File: src/fliq_defines.vh
/*
 * register offsets, field positions, reset values and vector constants
 * for the four-level interrupt controller.
 * assumes inclusion by bare name; definitions only.
 */
`ifndef FLIQ_DEFINES_VH
`define FLIQ_DEFINES_VH

// apb byte addresses (printed offsets are multiples of four)
`define FLIQ_ADDR_TIMER_CONTROL_AND_EXT_IRQ_FLAGS_REG     8'h88
`define FLIQ_ADDR_IE_REG       8'ha8
// own choices for unprinted registers
`define FLIQ_ADDR_EXT_A        8'hac
`define FLIQ_ADDR_EXT_B        8'hb0
`define FLIQ_ADDR_XCTL         8'hc0
`define FLIQ_ADDR_PRIO_L0      8'hb8
`define FLIQ_ADDR_PRIO_H0      8'hb4
`define FLIQ_ADDR_PRIO_L1      8'hbc
`define FLIQ_ADDR_PRIO_H1      8'hc4
`define FLIQ_ADDR_PRIO_L2      8'hc8
`define FLIQ_ADDR_PRIO_H2      8'hcc
`define FLIQ_ADDR_AUX          8'hd0
`define FLIQ_ADDR_FLAGS        8'hd4
`define FLIQ_ADDR_STATUS       8'hd8

// reset values
`define FLIQ_RST_BYTE          8'h00

// primary enable fields
`define FLIQ_IE_GLOBAL_BIT     7
`define FLIQ_IE_RSVD_BIT       6
// timer control fields
`define FLIQ_TC_IRQ1_FLAG      3
`define FLIQ_TC_IRQ1_TYPE      2
`define FLIQ_TC_IRQ0_FLAG      1
`define FLIQ_TC_IRQ0_TYPE      0
// external control fields
`define FLIQ_XC_IRQ3_POL       7
`define FLIQ_XC_IRQ3_EN        6
`define FLIQ_XC_IRQ3_FLAG      5
`define FLIQ_XC_IRQ3_TYPE      4
`define FLIQ_XC_IRQ2_POL       3
`define FLIQ_XC_IRQ2_EN        2
`define FLIQ_XC_IRQ2_FLAG      1
`define FLIQ_XC_IRQ2_TYPE      0
// auxiliary polarity fields
`define FLIQ_AUX_IRQ1_POL      1
`define FLIQ_AUX_IRQ0_POL      0

// vector table: base and spacing, timer3 skips one slot
`define FLIQ_VEC_BASE          16'h0003
`define FLIQ_VEC_STEP          16'h0008
`define FLIQ_VEC_TIMER3        16'h0083

`endif
File: src/fliq_ctrl.v
/*
 * four-level interrupt controller: enables, priorities, external
 * trigger logic, arbitration and vector request toward the core.
 * assumes an apb master on i_core_clk, a core sequencer that reports
 * last-cycle / return / grant, and peripheral flags at core clock.
 */
`include "fliq_defines.vh"
`default_nettype none

module fliq_ctrl
(
  // clock and reset
  input  wire        i_core_clk,
  input  wire        i_reset_n,
  // apb slave
  input  wire        psel,
  input  wire        penable,
  input  wire        pwrite,
  input  wire [7:0]  paddr,
  input  wire [31:0] pwdata,
  output wire        pready,
  output reg  [31:0] prdata,
  output wire        pslverr,
  // external pins, asynchronous, active low by default polarity
  input  wire [3:0]  i_ext_irq_pin,
  input  wire [1:0]  i_alt_irq_pin,
  input  wire [1:0]  i_alt_route_sel,
  input  wire        i_power_down,
  // peripheral request flags, same clock, index 0 = source 0
  input  wire [15:0] i_periph_flag,
  // core sequencer
  input  wire        i_instr_last,
  input  wire        i_instr_return_from_irq_instr,
  input  wire        i_vector_ack,
  // vector request
  output wire        o_vector_req,
  output reg  [15:0] o_vector_addr,
  output reg  [3:0]  o_vector_src,
  output reg  [15:0] o_ext_flag_state,
  output wire        o_wake_req
);

  // registers
  reg  [7:0]  timer_control_and_ext_irq_flags_q;        // timer control plus ext0/1 flags
  reg  [7:0]  ie_q;          // primary enable
  reg  [7:0]  eie_a_q;       // extended enable a
  reg  [7:0]  eie_b_q;       // extended enable b
  reg  [7:0]  xctl_q;        // external 2/3 control
  reg  [7:0]  aux_q;         // ext0/1 polarity
  reg  [7:0]  pl0_q;         // priority low 0
  reg  [7:0]  ph0_q;         // priority high 0
  reg  [7:0]  pl1_q;         // priority low 1
  reg  [7:0]  ph1_q;         // priority high 1
  reg  [7:0]  pl2_q;         // priority low 2
  reg  [7:0]  ph2_q;         // priority high 2
  reg  [15:0] flag_samp_q;   // sampled request flags
  reg  [3:0]  pin_s1_q;      // synchroniser first stage
  reg  [3:0]  pin_s2_q;      // synchroniser second stage
  reg  [3:0]  pin_d_q;       // delayed level for edge detect
  reg  [3:0]  active_q;      // in-service per level, bit3 = level1
  reg         hold_q;        // one-instruction block
  reg         req_q;         // vector request pending to core
  reg  [1:0]  req_lvl_q;     // level of pending request

  // apb strobes: zero wait state
  wire wr_en = psel & penable & pwrite;
  assign pready  = 1'b1;
  assign pslverr = 1'b0;

  // external pin sources; 2/3 may be taken from serial pins
  wire [3:0] pin_raw = {
    i_alt_route_sel[1] ? i_alt_irq_pin[1] : i_ext_irq_pin[3],
    i_alt_route_sel[0] ? i_alt_irq_pin[0] : i_ext_irq_pin[2],
    i_ext_irq_pin[1:0]};

  // two-flop synchroniser; only stage two feeds logic
  always @(posedge i_core_clk or negedge i_reset_n)
  begin
    if (!i_reset_n)
    begin
      // idle pin level is high, so no false edge or level after reset
      pin_s1_q <= 4'hf;
      pin_s2_q <= 4'hf;
      pin_d_q  <= 4'hf;
    end
    else
    begin
      pin_s1_q <= pin_raw;
      pin_s2_q <= pin_s1_q;
      pin_d_q  <= pin_s2_q;
    end
  end

  // per-input polarity and type
  wire [3:0] pol = {xctl_q[`FLIQ_XC_IRQ3_POL], xctl_q[`FLIQ_XC_IRQ2_POL],
                    aux_q[`FLIQ_AUX_IRQ1_POL], aux_q[`FLIQ_AUX_IRQ0_POL]};
  wire [3:0] typ = {xctl_q[`FLIQ_XC_IRQ3_TYPE], xctl_q[`FLIQ_XC_IRQ2_TYPE],
                    timer_control_and_ext_irq_flags_q[`FLIQ_TC_IRQ1_TYPE], timer_control_and_ext_irq_flags_q[`FLIQ_TC_IRQ0_TYPE]};
  // power-down forces edge configs to level sensing
  wire [3:0] edge_mode = typ & {4{~i_power_down}};
  // polarity inverts so active reads as one
  wire [3:0] lvl_now = pin_s2_q ^ ~pol;
  wire [3:0] lvl_old = pin_d_q ^ ~pol;
  // edge: inactive to active; level: active now
  wire [3:0] ext_hit;
  genvar gi;
  generate
    for (gi = 0; gi < 4; gi = gi + 1)
    begin : g_trig
      assign ext_hit[gi] = edge_mode[gi] ? (lvl_now[gi] & ~lvl_old[gi])
                                         : lvl_now[gi];
    end
  endgenerate

  // individual enables in polling order
  wire [15:0] en_vec = {
    eie_b_q[0], eie_a_q[6:0],
    xctl_q[`FLIQ_XC_IRQ3_EN], xctl_q[`FLIQ_XC_IRQ2_EN],
    ie_q[5:0]};

  // live request flags: external from registers, others from peripherals
  wire [15:0] live_flag = {
    i_periph_flag[15:8],
    xctl_q[`FLIQ_XC_IRQ3_FLAG], xctl_q[`FLIQ_XC_IRQ2_FLAG],
    i_periph_flag[5:3],
    timer_control_and_ext_irq_flags_q[`FLIQ_TC_IRQ1_FLAG],
    i_periph_flag[1],
    timer_control_and_ext_irq_flags_q[`FLIQ_TC_IRQ0_FLAG]};

  // priority high/low vectors in source order
  wire [15:0] pr_h = {ph2_q[0], ph1_q[6:0], ph0_q};
  wire [15:0] pr_l = {pl2_q[0], pl1_q[6:0], pl0_q};

  // request gating
  wire [15:0] active_req = flag_samp_q & en_vec &
                           {16{ie_q[`FLIQ_IE_GLOBAL_BIT]}};

  // arbitration: highest level, lowest index within it
  reg  [3:0]  win_src;
  reg  [1:0]  win_lvl;
  reg         win_any;
  integer     k;
  always @*
  begin
    win_src = 4'h0;
    win_lvl = 2'b00;
    win_any = 1'b0;
    // scan from last so earliest index wins ties
    for (k = 15; k >= 0; k = k - 1)
    begin
      if (active_req[k])
      begin
        // pair 11 = level1 highest, 00 = level4
        if (!win_any || {pr_h[k], pr_l[k]} >= win_lvl)
        begin
          win_src = k[3:0];
          win_lvl = {pr_h[k], pr_l[k]};
          win_any = 1'b1;
        end
      end
    end
  end

  // winning request level, one bit per level
  wire [3:0] lvl_onehot = 4'b0001 << win_lvl;
  // blocked if any service at equal or higher level
  wire [3:0] ge_mask = ~(lvl_onehot - 4'b0001);
  wire       svc_block = |(active_q & ge_mask);
  // writes to enable/priority regs set the hold
  wire cfg_wr = wr_en && (paddr == `FLIQ_ADDR_IE_REG ||
    paddr == `FLIQ_ADDR_EXT_A || paddr == `FLIQ_ADDR_EXT_B ||
    paddr == `FLIQ_ADDR_PRIO_L0 || paddr == `FLIQ_ADDR_PRIO_H0 ||
    paddr == `FLIQ_ADDR_PRIO_L1 || paddr == `FLIQ_ADDR_PRIO_H1 ||
    paddr == `FLIQ_ADDR_PRIO_L2 || paddr == `FLIQ_ADDR_PRIO_H2);
  wire fire = win_any && !svc_block && i_instr_last && !hold_q &&
              !i_instr_return_from_irq_instr && !cfg_wr && !req_q;
  assign o_vector_req = req_q;
  wire grant = req_q & i_vector_ack;
  // vector clears for edge-activated ext0/1/2/3 flags
  wire [3:0] ext_src = {o_vector_src == 4'd7, o_vector_src == 4'd6,
                        o_vector_src == 4'd2, o_vector_src == 4'd0};
  wire [3:0] hw_clr = {4{grant}} & ext_src & typ;

  // vector address from source index
  function [15:0] vec_of;
    input [3:0] s;
    begin
      if (s == 4'd15)
        vec_of = `FLIQ_VEC_TIMER3;
      else
        vec_of = `FLIQ_VEC_BASE + {9'h000, s, 3'b000};
    end
  endfunction

  // sampling, request and in-service tracking
  always @(posedge i_core_clk or negedge i_reset_n)
  begin
    if (!i_reset_n)
    begin
      flag_samp_q   <= 16'h0000;
      active_q      <= 4'h0;
      hold_q        <= 1'b0;
      req_q         <= 1'b0;
      req_lvl_q     <= 2'b00;
      o_vector_addr <= 16'h0000;
      o_vector_src  <= 4'h0;
    end
    else
    begin
      flag_samp_q <= live_flag;
      // hold lasts until the next instruction completes
      if (i_instr_return_from_irq_instr || cfg_wr)
        hold_q <= 1'b1;
      else if (i_instr_last)
        hold_q <= 1'b0;
      if (fire)
      begin
        req_q         <= 1'b1;
        req_lvl_q     <= win_lvl;
        o_vector_addr <= vec_of(win_src);
        o_vector_src  <= win_src;
      end
      else if (grant)
        req_q <= 1'b0;
      // return pops highest active level; grant pushes new level
      if (grant)
        active_q <= active_q | (4'b0001 << req_lvl_q);
      else if (i_instr_return_from_irq_instr)
      begin
        if (active_q[3])
          active_q[3] <= 1'b0;
        else if (active_q[2])
          active_q[2] <= 1'b0;
        else if (active_q[1])
          active_q[1] <= 1'b0;
        else
          active_q[0] <= 1'b0;
      end
    end
  end

  // register writes; hardware set beats software clear
  always @(posedge i_core_clk or negedge i_reset_n)
  begin
    if (!i_reset_n)
    begin
      timer_control_and_ext_irq_flags_q  <= `FLIQ_RST_BYTE;
      ie_q    <= `FLIQ_RST_BYTE;
      eie_a_q <= `FLIQ_RST_BYTE;
      eie_b_q <= `FLIQ_RST_BYTE;
      xctl_q  <= `FLIQ_RST_BYTE;
      aux_q   <= `FLIQ_RST_BYTE;
      pl0_q   <= `FLIQ_RST_BYTE;
      ph0_q   <= `FLIQ_RST_BYTE;
      pl1_q   <= `FLIQ_RST_BYTE;
      ph1_q   <= `FLIQ_RST_BYTE;
      pl2_q   <= `FLIQ_RST_BYTE;
      ph2_q   <= `FLIQ_RST_BYTE;
    end
    else
    begin
      if (wr_en)
      begin
        case (paddr)
          `FLIQ_ADDR_TIMER_CONTROL_AND_EXT_IRQ_FLAGS_REG: timer_control_and_ext_irq_flags_q <= pwdata[7:0];
          // bit 6 is expected written as zero; stored zero anyway
          `FLIQ_ADDR_IE_REG:  ie_q    <= pwdata[7:0] & 8'hbf;
          `FLIQ_ADDR_EXT_A:   eie_a_q <= pwdata[7:0] & 8'h7f;
          `FLIQ_ADDR_EXT_B:   eie_b_q <= pwdata[7:0] & 8'h01;
          `FLIQ_ADDR_XCTL:    xctl_q  <= pwdata[7:0];
          `FLIQ_ADDR_AUX:     aux_q   <= pwdata[7:0] & 8'h03;
          `FLIQ_ADDR_PRIO_L0: pl0_q   <= pwdata[7:0];
          `FLIQ_ADDR_PRIO_H0: ph0_q   <= pwdata[7:0];
          `FLIQ_ADDR_PRIO_L1: pl1_q   <= pwdata[7:0] & 8'h7f;
          `FLIQ_ADDR_PRIO_H1: ph1_q   <= pwdata[7:0] & 8'h7f;
          `FLIQ_ADDR_PRIO_L2: pl2_q   <= pwdata[7:0] & 8'h01;
          `FLIQ_ADDR_PRIO_H2: ph2_q   <= pwdata[7:0] & 8'h01;
          default:            ;
        endcase
      end
      // vector clears edge flags, hardware set applied last so wins
      if (hw_clr[0])
        timer_control_and_ext_irq_flags_q[`FLIQ_TC_IRQ0_FLAG] <= 1'b0;
      if (hw_clr[1])
        timer_control_and_ext_irq_flags_q[`FLIQ_TC_IRQ1_FLAG] <= 1'b0;
      if (hw_clr[2])
        xctl_q[`FLIQ_XC_IRQ2_FLAG] <= 1'b0;
      if (hw_clr[3])
        xctl_q[`FLIQ_XC_IRQ3_FLAG] <= 1'b0;
      if (ext_hit[0])
        timer_control_and_ext_irq_flags_q[`FLIQ_TC_IRQ0_FLAG] <= 1'b1;
      if (ext_hit[1])
        timer_control_and_ext_irq_flags_q[`FLIQ_TC_IRQ1_FLAG] <= 1'b1;
      if (ext_hit[2])
        xctl_q[`FLIQ_XC_IRQ2_FLAG] <= 1'b1;
      if (ext_hit[3])
        xctl_q[`FLIQ_XC_IRQ3_FLAG] <= 1'b1;
    end
  end

  // enabled, globally gated request snapshot (active_req) for status outputs
  always @(posedge i_core_clk or negedge i_reset_n)
  begin
    if (!i_reset_n)
      o_ext_flag_state <= 16'h0000;
    else
      o_ext_flag_state <= active_req;
  end

  // wake request from enabled external 2/3 events in power-down
  assign o_wake_req = i_power_down &
    ((xctl_q[`FLIQ_XC_IRQ2_FLAG] & xctl_q[`FLIQ_XC_IRQ2_EN]) |
     (xctl_q[`FLIQ_XC_IRQ3_FLAG] & xctl_q[`FLIQ_XC_IRQ3_EN]));

  // read data registered at the setup edge; stands through access
  always @(posedge i_core_clk or negedge i_reset_n)
  begin
    if (!i_reset_n)
      prdata <= 32'h00000000;
    else if (psel && !penable)
    begin
      case (paddr)
        `FLIQ_ADDR_TIMER_CONTROL_AND_EXT_IRQ_FLAGS_REG: prdata <= {24'h000000, timer_control_and_ext_irq_flags_q};
        `FLIQ_ADDR_IE_REG:   prdata <= {24'h000000, ie_q};
        `FLIQ_ADDR_EXT_A:    prdata <= {24'h000000, eie_a_q};
        `FLIQ_ADDR_EXT_B:    prdata <= {24'h000000, eie_b_q};
        `FLIQ_ADDR_XCTL:     prdata <= {24'h000000, xctl_q};
        `FLIQ_ADDR_AUX:      prdata <= {24'h000000, aux_q};
        `FLIQ_ADDR_PRIO_L0:  prdata <= {24'h000000, pl0_q};
        `FLIQ_ADDR_PRIO_H0:  prdata <= {24'h000000, ph0_q};
        `FLIQ_ADDR_PRIO_L1:  prdata <= {24'h000000, pl1_q};
        `FLIQ_ADDR_PRIO_H1:  prdata <= {24'h000000, ph1_q};
        `FLIQ_ADDR_PRIO_L2:  prdata <= {24'h000000, pl2_q};
        `FLIQ_ADDR_PRIO_H2:  prdata <= {24'h000000, ph2_q};
        `FLIQ_ADDR_FLAGS:    prdata <= {16'h0000, flag_samp_q};
        `FLIQ_ADDR_STATUS:   prdata <= {20'h00000, active_q, hold_q,
                                        req_q, req_lvl_q, o_vector_src};
        default:             prdata <= 32'h00000000;
      endcase
    end
  end

endmodule // fliq_ctrl

`default_nettype wire

File: config.mk
export PLATFORM = sky130hd
export DESIGN_NAME = fliq_ctrl
export DESIGN_NICKNAME = d
export VERILOG_FILES = /design/src/fliq_ctrl.v
export VERILOG_INCLUDE_DIRS = /design/src
export SDC_FILE = /design/constraint.sdc
export NUM_CORES = 1
export LEC_CHECK = 0
export ABC_CLOCK_PERIOD_IN_PS = 59200
export BUFFER_PORTS_ARGS = -buffer_cell sky130_fd_sc_hd__buf_2
export CORE_MARGIN = 3
export CORE_UTILIZATION = 35
export CTS_BUF_LIST = sky130_fd_sc_hd__clkbuf_16
export DETAILED_ROUTE_END_ITERATION = 12
export PLACE_DENSITY = 0.52
export SLEW_MARGIN = 20
export SYNTH_ARGS = -nofsm -noshare
export SYNTH_HDL_FRONTEND = slang
export SYNTH_SLANG_ARGS = --single-unit
File: constraint.sdc
create_clock -name i_core_clk -period 59.2 [get_ports i_core_clk]
set_clock_uncertainty 0.05 [all_clocks]
set_input_delay 11.84 -clock i_core_clk [delete_from_list [all_inputs] [get_ports i_core_clk]]
set_output_delay 11.84 -clock i_core_clk [all_outputs]
set_load 0.01 [all_outputs]
== Word level (Yosys, flattened, before mapping) ==
Index checks and enable logic that the tools add are counted.

* Bits in registers: 169
* Logic and storage cells: 305
* Bits of input ports: 73

* Reduce and logical (&&, ||, !) cells: 85
* Multiplexer cells: 122
* Equal/unequal tests: 21
* $lt $le $gt $ge: 15
* Shifts and indexed selects: 2
* Add/sub/neg operators: 2
* Bitwise operators: 27

{| class="wikitable"
|+ Operator list
! operator !! number
|-
| $pmux 16 s14 || 1
|-
| $mux 4 || 35
|-
| $eq 8x8->1 const B || 14
|-
| $mux 2 || 32
|-
| $mux 1 || 50
|-
| $reduce_and 2->1 || 17
|-
| $and 16x16->16 || 2
|-
| $ge 2x2->1 || 15
|-
| $logic_or 1x1->1 || 24
|-
| $reduce_bool 3->1 || 8
|-
| $logic_not 1->1 || 21
|-
| $and 4x4->4 || 4
|-
| $mux 6 || 2
|-
| $and 1x1->1 || 10
|-
| $add 2x7->8 const A || 1
|-
| $eq 4x3->1 const B || 2
|-
| $logic_and 1x1->1 || 8
|-
| $mux 8 || 1
|-
| $not 4->4 || 2
|-
| $shl 1x2->4 const A || 2
|-
| $xor 4x4->4 || 2
|-
| $ne 2x1->1 const B || 3
|-
| $reduce_bool 2->1 || 3
|-
| $not 1->1 || 5
|-
| other kinds (10) || 10
|}

== Logic depth before layout (Yosys ltp) ==
Gate-level depths: netlist (run 1).

* Depth in word-level cells: 76
* Depth in mapped cells: 106
* Mapped depth without buffers: 103

== Least setup slack after synthesis (run 1) ==
No wires, ideal clock.

* Path kind: input -> output
* From: input i_power_down
* To: output o_wake_req
* Stages on the path: 1
* Data required time: 47.310 ns
* Buffers on the path: 0
* Slack: 35.273 ns
* Data arrival time: 12.037 ns
* Cell sequence: nor2b_1

* Word-level cells in the longest chain between the ends: 1

{| class="wikitable"
|+ Ends and longest elaborated chain
! element !! line !! RTL
|-
| from (decl) || fliq_ctrl.v:28 || <nowiki>input wire i_power_down,</nowiki>
|-
| $and 1x1->1 || fliq_ctrl.v:311 || <nowiki>assign o_wake_req = i_power_down &</nowiki>
|-
| to (decl) || fliq_ctrl.v:40 || <nowiki>output wire o_wake_req</nowiki>
|}

No other way between the ends.

== Worst setup path after layout (run 1) ==
Same ends and word-level chain as after synthesis.

==> impl_metrics.csv, run 1 <==
group,metric,value,unit
worst_setup_path,critPathArrivalTime,12290,ps
sta,setup_viol,0,
sta,finalSetupTns,0,ps
die,row_count,54,
status,status,"finished, final reports clean",
cells_and_area,nets,930,
synthesis,ys_seq_area_share,45.9,%
sta,hold_viol,0,
worst_setup_path,crit_chain,"buf_2, nor2b_1, buf_2",
power,power,0.228,mW
synthesis,syn-instance-count,750,
cells_and_area,synthToLayoutAreaGrowth,16.1,%
clock_network,tritoncts,"built",
clock_network,worstSkewPairLatency,430,ps
synthesis,synth_commonest_cells,"dfrtp_1 (131), nand2_1 (71), mux2_2 (58)",
routing,post_drt_wl_per_cell,21.2,µm
cells_and_area,drive_above_1_share,26.3,%
worst_setup_path,endpoint_of_the_worst_register_to_register_path,"o_vector_addr[5]",
grt,global_route.usage.total,20.3,%
power,leakage,4.35,nW
sta,post-route-period-util,40.8,%
sta,worst-slew-pin-transition,1200,ps
clock_network,clock-sinks,143,
die,io_pins,145,
clock_network,cts_repair_resize_count,0,
synthesis,number_of_enable_type_register_cells_in_the_synthesized_netlist,0,
routing,drt-pass1-iter-count,5,
synthesis,number_of_register_bits_inferred_by_synthesis,143,
worst_setup_path,r2r.worst_path.cells,100,
worst_setup_path,timing.critical_path.slowest_cell_delay,160,ps
synthesis,synthFlopType,"dfrtp_1",
die,dieWidth,156,µm
cells_and_area,n_antenna_cell,0,
synthesis,synth.area.top_cells,"dfrtp_1 (42%), mux2_2 (8.3%), dfstp_2 (4.0%), nand2_1 (3.4%), ha_1 (2.9%)",
grt,antenna_found_initial,0,
synthesis,synthMostInstantiatedCell,"dfrtp_1",
worst_hold_path,hold_critical_path_depth,0,
worst_hold_path,min-delay-path-class,"flip-flop to flip-flop",
routing,ant_nets,0,
worst_setup_path,setup.worst_path.start_class,"input pin",
sta,fmaxAchievable,0.0414,GHz
power,vdd_drop_max,0.0199,mV
synthesis,async_reset_ff_share,100,%
placed_design,buffer_ports.inserted,89,
sta,post-route-min-period,24180,ps
synthesis,syn_avg_cell_area,10.4,µm²
die,design.die.area,24200,µm²
sta,maxSlewViolCount,0,
sta,slew_headroom,19.0,%
worst_setup_path,slowest_stage,"buf_2",
routing,drt_first_iter_violations,477,
grt,grt_pass1_wl,37400,µm
worst_setup_path,regToRegSetupSlack,37870,ps
placed_design,global_placement_routability_congestion,0.853,
run,max-cap-violations,0,
placed_design,detailedPlacementHpwl,18100,µm
worst_setup_path,critPathCaptureType,"output port",
clock_network,number_of_cts_inserted_buffers,17,
routing,drt-vias-per-instance,5.51,
routing,drt_drc_violations_left,0,
synthesis,synth_largest_area_cell,"dfrtp_1",
die,die_y,156,µm
worst_hold_path,start_point_of_the_worst_hold_path,"pin_s1_q[2]",
clock_network,post_cts_buffers,0,
routing,route.vias.total,6233,
routing,postRouteWirelength,23900,µm
power,power_per_cell_area,25.1,nW/µm²
worst_hold_path,min_to,"pin_s2_q[2]",
clock_network,ctsLongestPathBuffers,2,
sta,rsz_0062_raised_after_global_routing,"no",
clock_network,clock_transition_at_the_registers_of_the_reported_paths,60,ps
cells_and_area,final.fill_count,2191,
grt,grt_pass1_vias,6234,
worst_setup_path,critPathRequiredTime,47310,ps
die,core_area,21900,µm²
synthesis,synthesis.area,7830,µm²
synthesis,yosys_warns,0,
die,starting_density,35.7,%
clock_network,maximum_level_of_the_cts_h_tree,4,
worst_setup_path,criticalPathCategory,"input pin to output port",
worst_setup_path,critical_path.reg2reg.startpoint,"eie_b_q[0]",
clock_network,postCtsHoldBufs,0,
synthesis,netlist-cell-type-count,84,
grt,pin_count_of_the_biggest_net_entering_global_routing,86,
grt,grt-ovfl-total,0,
clock_network,cts_root_buf,"clkbuf_16",
worst_setup_path,crit_fanout,8,
worst_setup_path,crit_path_frequent_cell,"buf_2",
synthesis,yosys.area.top_type_share,41.9,%
## sequential cells by signal, summed over array words and instances (netlist names), 6 cells and up
register / count
prdata: 16
xctl_q: 8
eie_a_q: 7
ph0_q: 8
ie_q: 7
pl1_q: 7
ph1_q: 7
o_vector_addr: 6
timer_control_and_ext_irq_flags_q: 8
pl0_q: 8
o_ext_flag_state: 16
flag_samp_q: 16
## final cells by class
type                            count  area, µm²  area share [%]
Multi-Input combinational cell    541       3850            42.4
Sequential cell                   143       3590            39.6
Timing Repair Buffer               95        497            5.47
Clock buffer                       17        425            4.68
Tap cell                          280        350            3.86
Clock inverter                     15        208            2.29
Inverter                           41        154            1.69
## where the power goes
part           internal (mW)  total, mW  switching [mW]
combinational        0.00283    0.00954         0.00671
clock                 0.0712      0.116          0.0452
sequential             0.100      0.102         0.00191
## placed cells by master, fill, tap and decap left out, drive strengths merged, types with 17 or more instances in the layout
cell | synthesis | layout
nor3 | 20 | 20
buf | 34 | 95
nand2 | 72 | 72
a22oi | 28 | 28
nor2 | 31 | 31
clkbuf | 16 | 17
mux2 | 62 | 62
a21oi | 17 | 17
inv | 41 | 46
nand2b | 18 | 18
dfrtp | 131 | 131
o21ai | 37 | 37
ha | 18 | 18
conb | 2 | 27
nand3 | 27 | 27
## through the flow
stage,hold slack [ps],instance area [µm²],cells,setup slack [ps],util [%]
6_report,306,9080,1132,35020,41.5
2_1_floorplan,295,7920,775,35270,-
3_5_place_dp,298,8450,1100,35020,38.6
5_1_grt,308,9080,1132,34980,41.5
3_3_place_gp,296,8450,1100,35020,38.6
4_1_cts,307,9080,1132,35010,41.5
## worst max-delay path by stage
stage | from | cells past startpoint | endpoint
floorplan | i_power_down | 1 | o_wake_req
global placement | i_power_down | 3 | o_wake_req
detailed placement | i_power_down | 3 | o_wake_req
CTS | i_power_down | 3 | o_wake_req
global route | i_power_down | 3 | o_wake_req
finish | i_power_down | 3 | o_wake_req
## worst max-delay path: cells and delay by family
kind                   cells  cell delay, ps
buffers and inverters      2             300
AND/OR/NAND/NOR            1             150
## layer usage
metal  track usage (%)  vias to the layer above  wire length (µm)
met5                 0                        -                 0
met4              7.63                        0               756
met3              3.12                       36              1140
met2              31.6                      214             10900
met1              28.6                     3062             11200
li1                  -                     2921                 -
## kinds of logic after synthesis
logic type      count (synthesis)  synth area share, %
simple gates                  228                 14.9
flops                         143                 45.9
mux                            71                 10.1
other cells                     2               0.0960
compound gates                191                 19.4
xor+xnor                        2                0.224
fa+ha+maj                      22                 3.39
buf+inv                        91                 6.03
No activity file was read; power rests on OpenSTA's default activity.
==> run 2, diff against run 1 <==
--- a/config.mk
+++ b/config.mk
@@ -6,13 +6,14 @@
 export SDC_FILE = /design/constraint.sdc
 export NUM_CORES = 1
 export LEC_CHECK = 0
-export ABC_CLOCK_PERIOD_IN_PS = 59200
+export ABC_AREA = 1
+export ABC_CLOCK_PERIOD_IN_PS = 23200
 export BUFFER_PORTS_ARGS = -buffer_cell sky130_fd_sc_hd__buf_2
 export CORE_MARGIN = 3
 export CORE_UTILIZATION = 35
 export CTS_BUF_LIST = sky130_fd_sc_hd__clkbuf_16
 export DETAILED_ROUTE_END_ITERATION = 12
-export PLACE_DENSITY = 0.52
+export PLACE_DENSITY = 0.51
 export SLEW_MARGIN = 20
 export SYNTH_ARGS = -nofsm -noshare
 export SYNTH_HDL_FRONTEND = slang
==> constraint.sdc (replaced) <==
create_clock -name i_core_clk -period 23.2 [get_ports i_core_clk]
set_clock_uncertainty 0.05 [all_clocks]
set_input_delay 4.64 -clock i_core_clk [delete_from_list [all_inputs] [get_ports i_core_clk]]
set_output_delay 4.64 -clock i_core_clk [all_outputs]
set_load 0.01 [all_outputs]
==> impl_metrics.csv, run 2 <==
group,metric,value,unit
status,status,"finished, final reports clean",
cells_and_area,final.fill_count,2319,
cells_and_area,synthToLayoutAreaGrowth,15.0,%
synthesis,largest_family_of_logic_cells_by_synthesized_area,"simple AND/OR/NAND/NOR gates",
cells_and_area,layout_common_cells,"nand2_1 (252), inv_1 (167), dfrtp_1 (131), buf_2 (88), o21ai_0 (86)",
cells_and_area,biggestRegsByFlops,"flag_samp_q: 16 flops, o_ext_flag_state: 16 flops, prdata: 16 flops",
routing,drt-vias-per-instance,4.80,
grt,antenna_found_initial,0,
sta,rsz_0062_raised_after_global_routing,"no",
synthesis,synthFlopType,"dfrtp_1",
die,die_y,156,µm
worst_setup_path,critical_path.reg2reg.startpoint,"ie_q[7]",
placed_design,post-place-ws,6500,ps
routing,route.vias.total,6616,
worst_setup_path,endpoint_of_the_worst_register_to_register_path,"o_vector_src[2]",
grt,global_route.usage.total,19.6,%
worst_setup_path,timing.critical_path.buf_inv,36,
routing,ant_nets,0,
cells_and_area,multi_input_comb_area,3400,µm²
clock_network,worstSkewPairLatency,430,ps
worst_setup_path,criticalPathCategory,"flip-flop to flip-flop",
sta,post-route-min-period,16720,ps
synthesis,netlist-cell-type-count,51,
synthesis,ys_seq_area_share,45.6,%
sta,slew_headroom,34.2,%
cells_and_area,layout.area.seq,3590,µm²
routing,post_drt_wl_per_cell,16.8,µm
worst_hold_path,hold_critical_path_depth,0,
routing,drt_drc_violations_left,0,
worst_setup_path,critical_path_cell_count,134,
synthesis,synth_commonest_cells,"nand2_1 (252), inv_1 (165), dfrtp_1 (131)",
synthesis,synth.area.top_cells,"dfrtp_1 (42%), nand2_1 (12%), inv_1 (7.9%), o21ai_0 (5.5%), dfstp_2 (4.0%)",
worst_setup_path,crit_fanout,13,
worst_hold_path,min-delay-path-class,"flip-flop to flip-flop",
die,starting_density,35.9,%
routing,drt_first_iter_violations,511,
power,leakage,4.68,nW
sta,fmaxAchievable,0.0598,GHz
sta,maxSlewViolCount,0,
synthesis,syn-instance-count,993,
power,power_per_cell_area,60.4,nW/µm²
worst_setup_path,critPathCaptureType,"flip-flop",
clock_network,ctsLongestPathBuffers,2,
sta,setup_viol,0,
worst_setup_path,critPathArrivalTime,16980,ps
placed_design,detailedPlacementHpwl,17900,µm
synthesis,async_reset_ff_share,100,%
sta,final.setup.worst_slack,6480,ps
sta,hold_viol,0,
worst_setup_path,timing.critical_path.slowest_cell_delay,540,ps
die,io_pins,145,
die,core_area,22000,µm²
worst_setup_path,crit_path_frequent_cell,"nand2_1",
synthesis,number_of_register_bits_inferred_by_synthesis,143,
grt,grt-ovfl-total,0,
placed_design,buffer_ports.inserted,89,
die,design.die.area,24400,µm²
synthesis,number_of_enable_type_register_cells_in_the_synthesized_netlist,0,
synthesis,synth_largest_area_cell,"dfrtp_1",
worst_setup_path,slowest_stage,"dfrtp_1",
clock_network,number_of_cts_inserted_buffers,17,
sta,worst-slew-pin-transition,983,ps
synthesis,syn_avg_cell_area,7.94,µm²
synthesis,synth.area.mux_share,0.286,%
routing,drt-pass1-iter-count,5,
grt,grt_pass1_wl,36600,µm
cells_and_area,final_common_cell,"nand2_1",
clock_network,postCtsHoldBufs,0,
sta,finalSetupTns,0,ps
clock_network,maximum_level_of_the_cts_h_tree,4,
synthesis,synthAdderAreaFrac,2.86,%
clock_network,cts_repair_resize_count,0,
synthesis,yosys.area.top_type_share,41.6,%
sta,post-route-period-util,72.1,%
routing,postRouteWirelength,23200,µm
cells_and_area,nets,1177,
clock_network,cts_root_buf,"clkbuf_16",
synthesis,synthMostInstantiatedCell,"nand2_1",
worst_hold_path,start_point_of_the_worst_hold_path,"pin_s1_q[3]",
placed_design,global_placement_routability_congestion,0.895,
synthesis,yosys_warns,0,
synthesis,synth_xor_xnor_area_share,0,%
die,row_count,54,
clock_network,tritoncts,"built",
run,max-cap-violations,0,
power,vdd_drop_max,0.0481,mV
cells_and_area,drive_above_1_share,19.2,%
clock_network,post_cts_buffers,0,
worst_setup_path,r2r.worst_path.cells,134,
clock_network,clock_transition_at_the_registers_of_the_reported_paths,60,ps
worst_setup_path,cp_top_family,"compound AO/OA/AOI/OAI gates",
worst_setup_path,regToRegSetupSlack,6480,ps
grt,grt_pass1_vias,6510,
synthesis,synth_compound_gate_area_share,14.0,%
worst_setup_path,setup.worst_path.start_class,"flip-flop",
synthesis,synthesis.area,7880,µm²
worst_setup_path,critPathRequiredTime,23460,ps
clock_network,clock-sinks,143,
die,dieWidth,156,µm
worst_hold_path,min_to,"pin_s2_q[3]",
cells_and_area,n_antenna_cell,0,
synthesis,yosys.area_share.simple,24.7,%
grt,pin_count_of_the_biggest_net_entering_global_routing,90,
[run 2: stage by stage]
step | hold WS (ps) | utilization (%) | instances | total power [mW] | area, µm²
finish | 304 | 41.3 | 1379 | 0.547 | 9060
global route | 309 | 41.3 | 1379 | 0.566 | 9060
CTS | 306 | 41.3 | 1379 | 0.552 | 9060
detailed placement | 297 | 38.8 | 1347 | 0.292 | 8520
global placement | 295 | 38.8 | 1347 | 0.292 | 8520
floorplan | 295 | - | 1018 | 0.279 | 7980
[run 2: final cells by class]
cell class	count	area share (%)
clock buffers	17	4.69
inverters	188	7.81
multi-input cells	645	37.5
flip-flops and latches	143	39.6
well taps	280	3.87
repair buffers	91	5.15
clock inverters	15	1.35
[run 2: power breakdown]
| part | internal (mW) | switching, mW | total (mW) | leakage, nW |
|---|---|---|---|---|
| registers | 0.255 | 0.00301 | 0.258 | 1.84 |
| logic | 0.00772 | 0.0217 | 0.0294 | 2.59 |
| clock network | 0.146 | 0.113 | 0.260 | 0.259 |
[run 2: worst register-to-register path, delay by kind of cell (launching register included)]
kind | cells | cell delay (ps)
DFF | 1 | 540
buffers and inverters | 36 | 2210
adders and majority gates | 15 | 3940
and+or+nand+nor | 57 | 4940
AOI/OAI and AO/OA | 26 | 4960
[run 2: kinds of logic (layout without fill, tap and decap cells)]
family | count (synthesis) | in the layout
and+or+nand+nor | 424 | 424
buffers and inverters | 230 | 311
AOI/OAI and AO/OA | 174 | 174
DFF | 143 | 143
adders and majority gates | 18 | 18
other | 2 | 27
muxes | 2 | 2
[run 2: routing by layer]
layer	share of wire [%]	wire [µm]	GRT usage [%]	vias up
met1	47	10900	27.2	3121
met5	0	0	0	-
met4	1.5	359	5.09	0
met3	3.6	839	3.36	24
li1	-	-	-	3322
met2	48	11100	32.0	149
[run 2: worst max path at each step]
| stage | end | from |
|---|---|---|
| after global placement | o_vector_src[2] | ie_q[7] |
| after global routing | o_vector_src[2] | ie_q[7] |
| final | o_vector_src[2] | ie_q[7] |
| after detailed placement | o_vector_src[2] | ie_q[7] |
| after CTS | req_lvl_q[1] | ie_q[7] |
| after floorplan | o_vector_addr[3] | ie_q[7] |
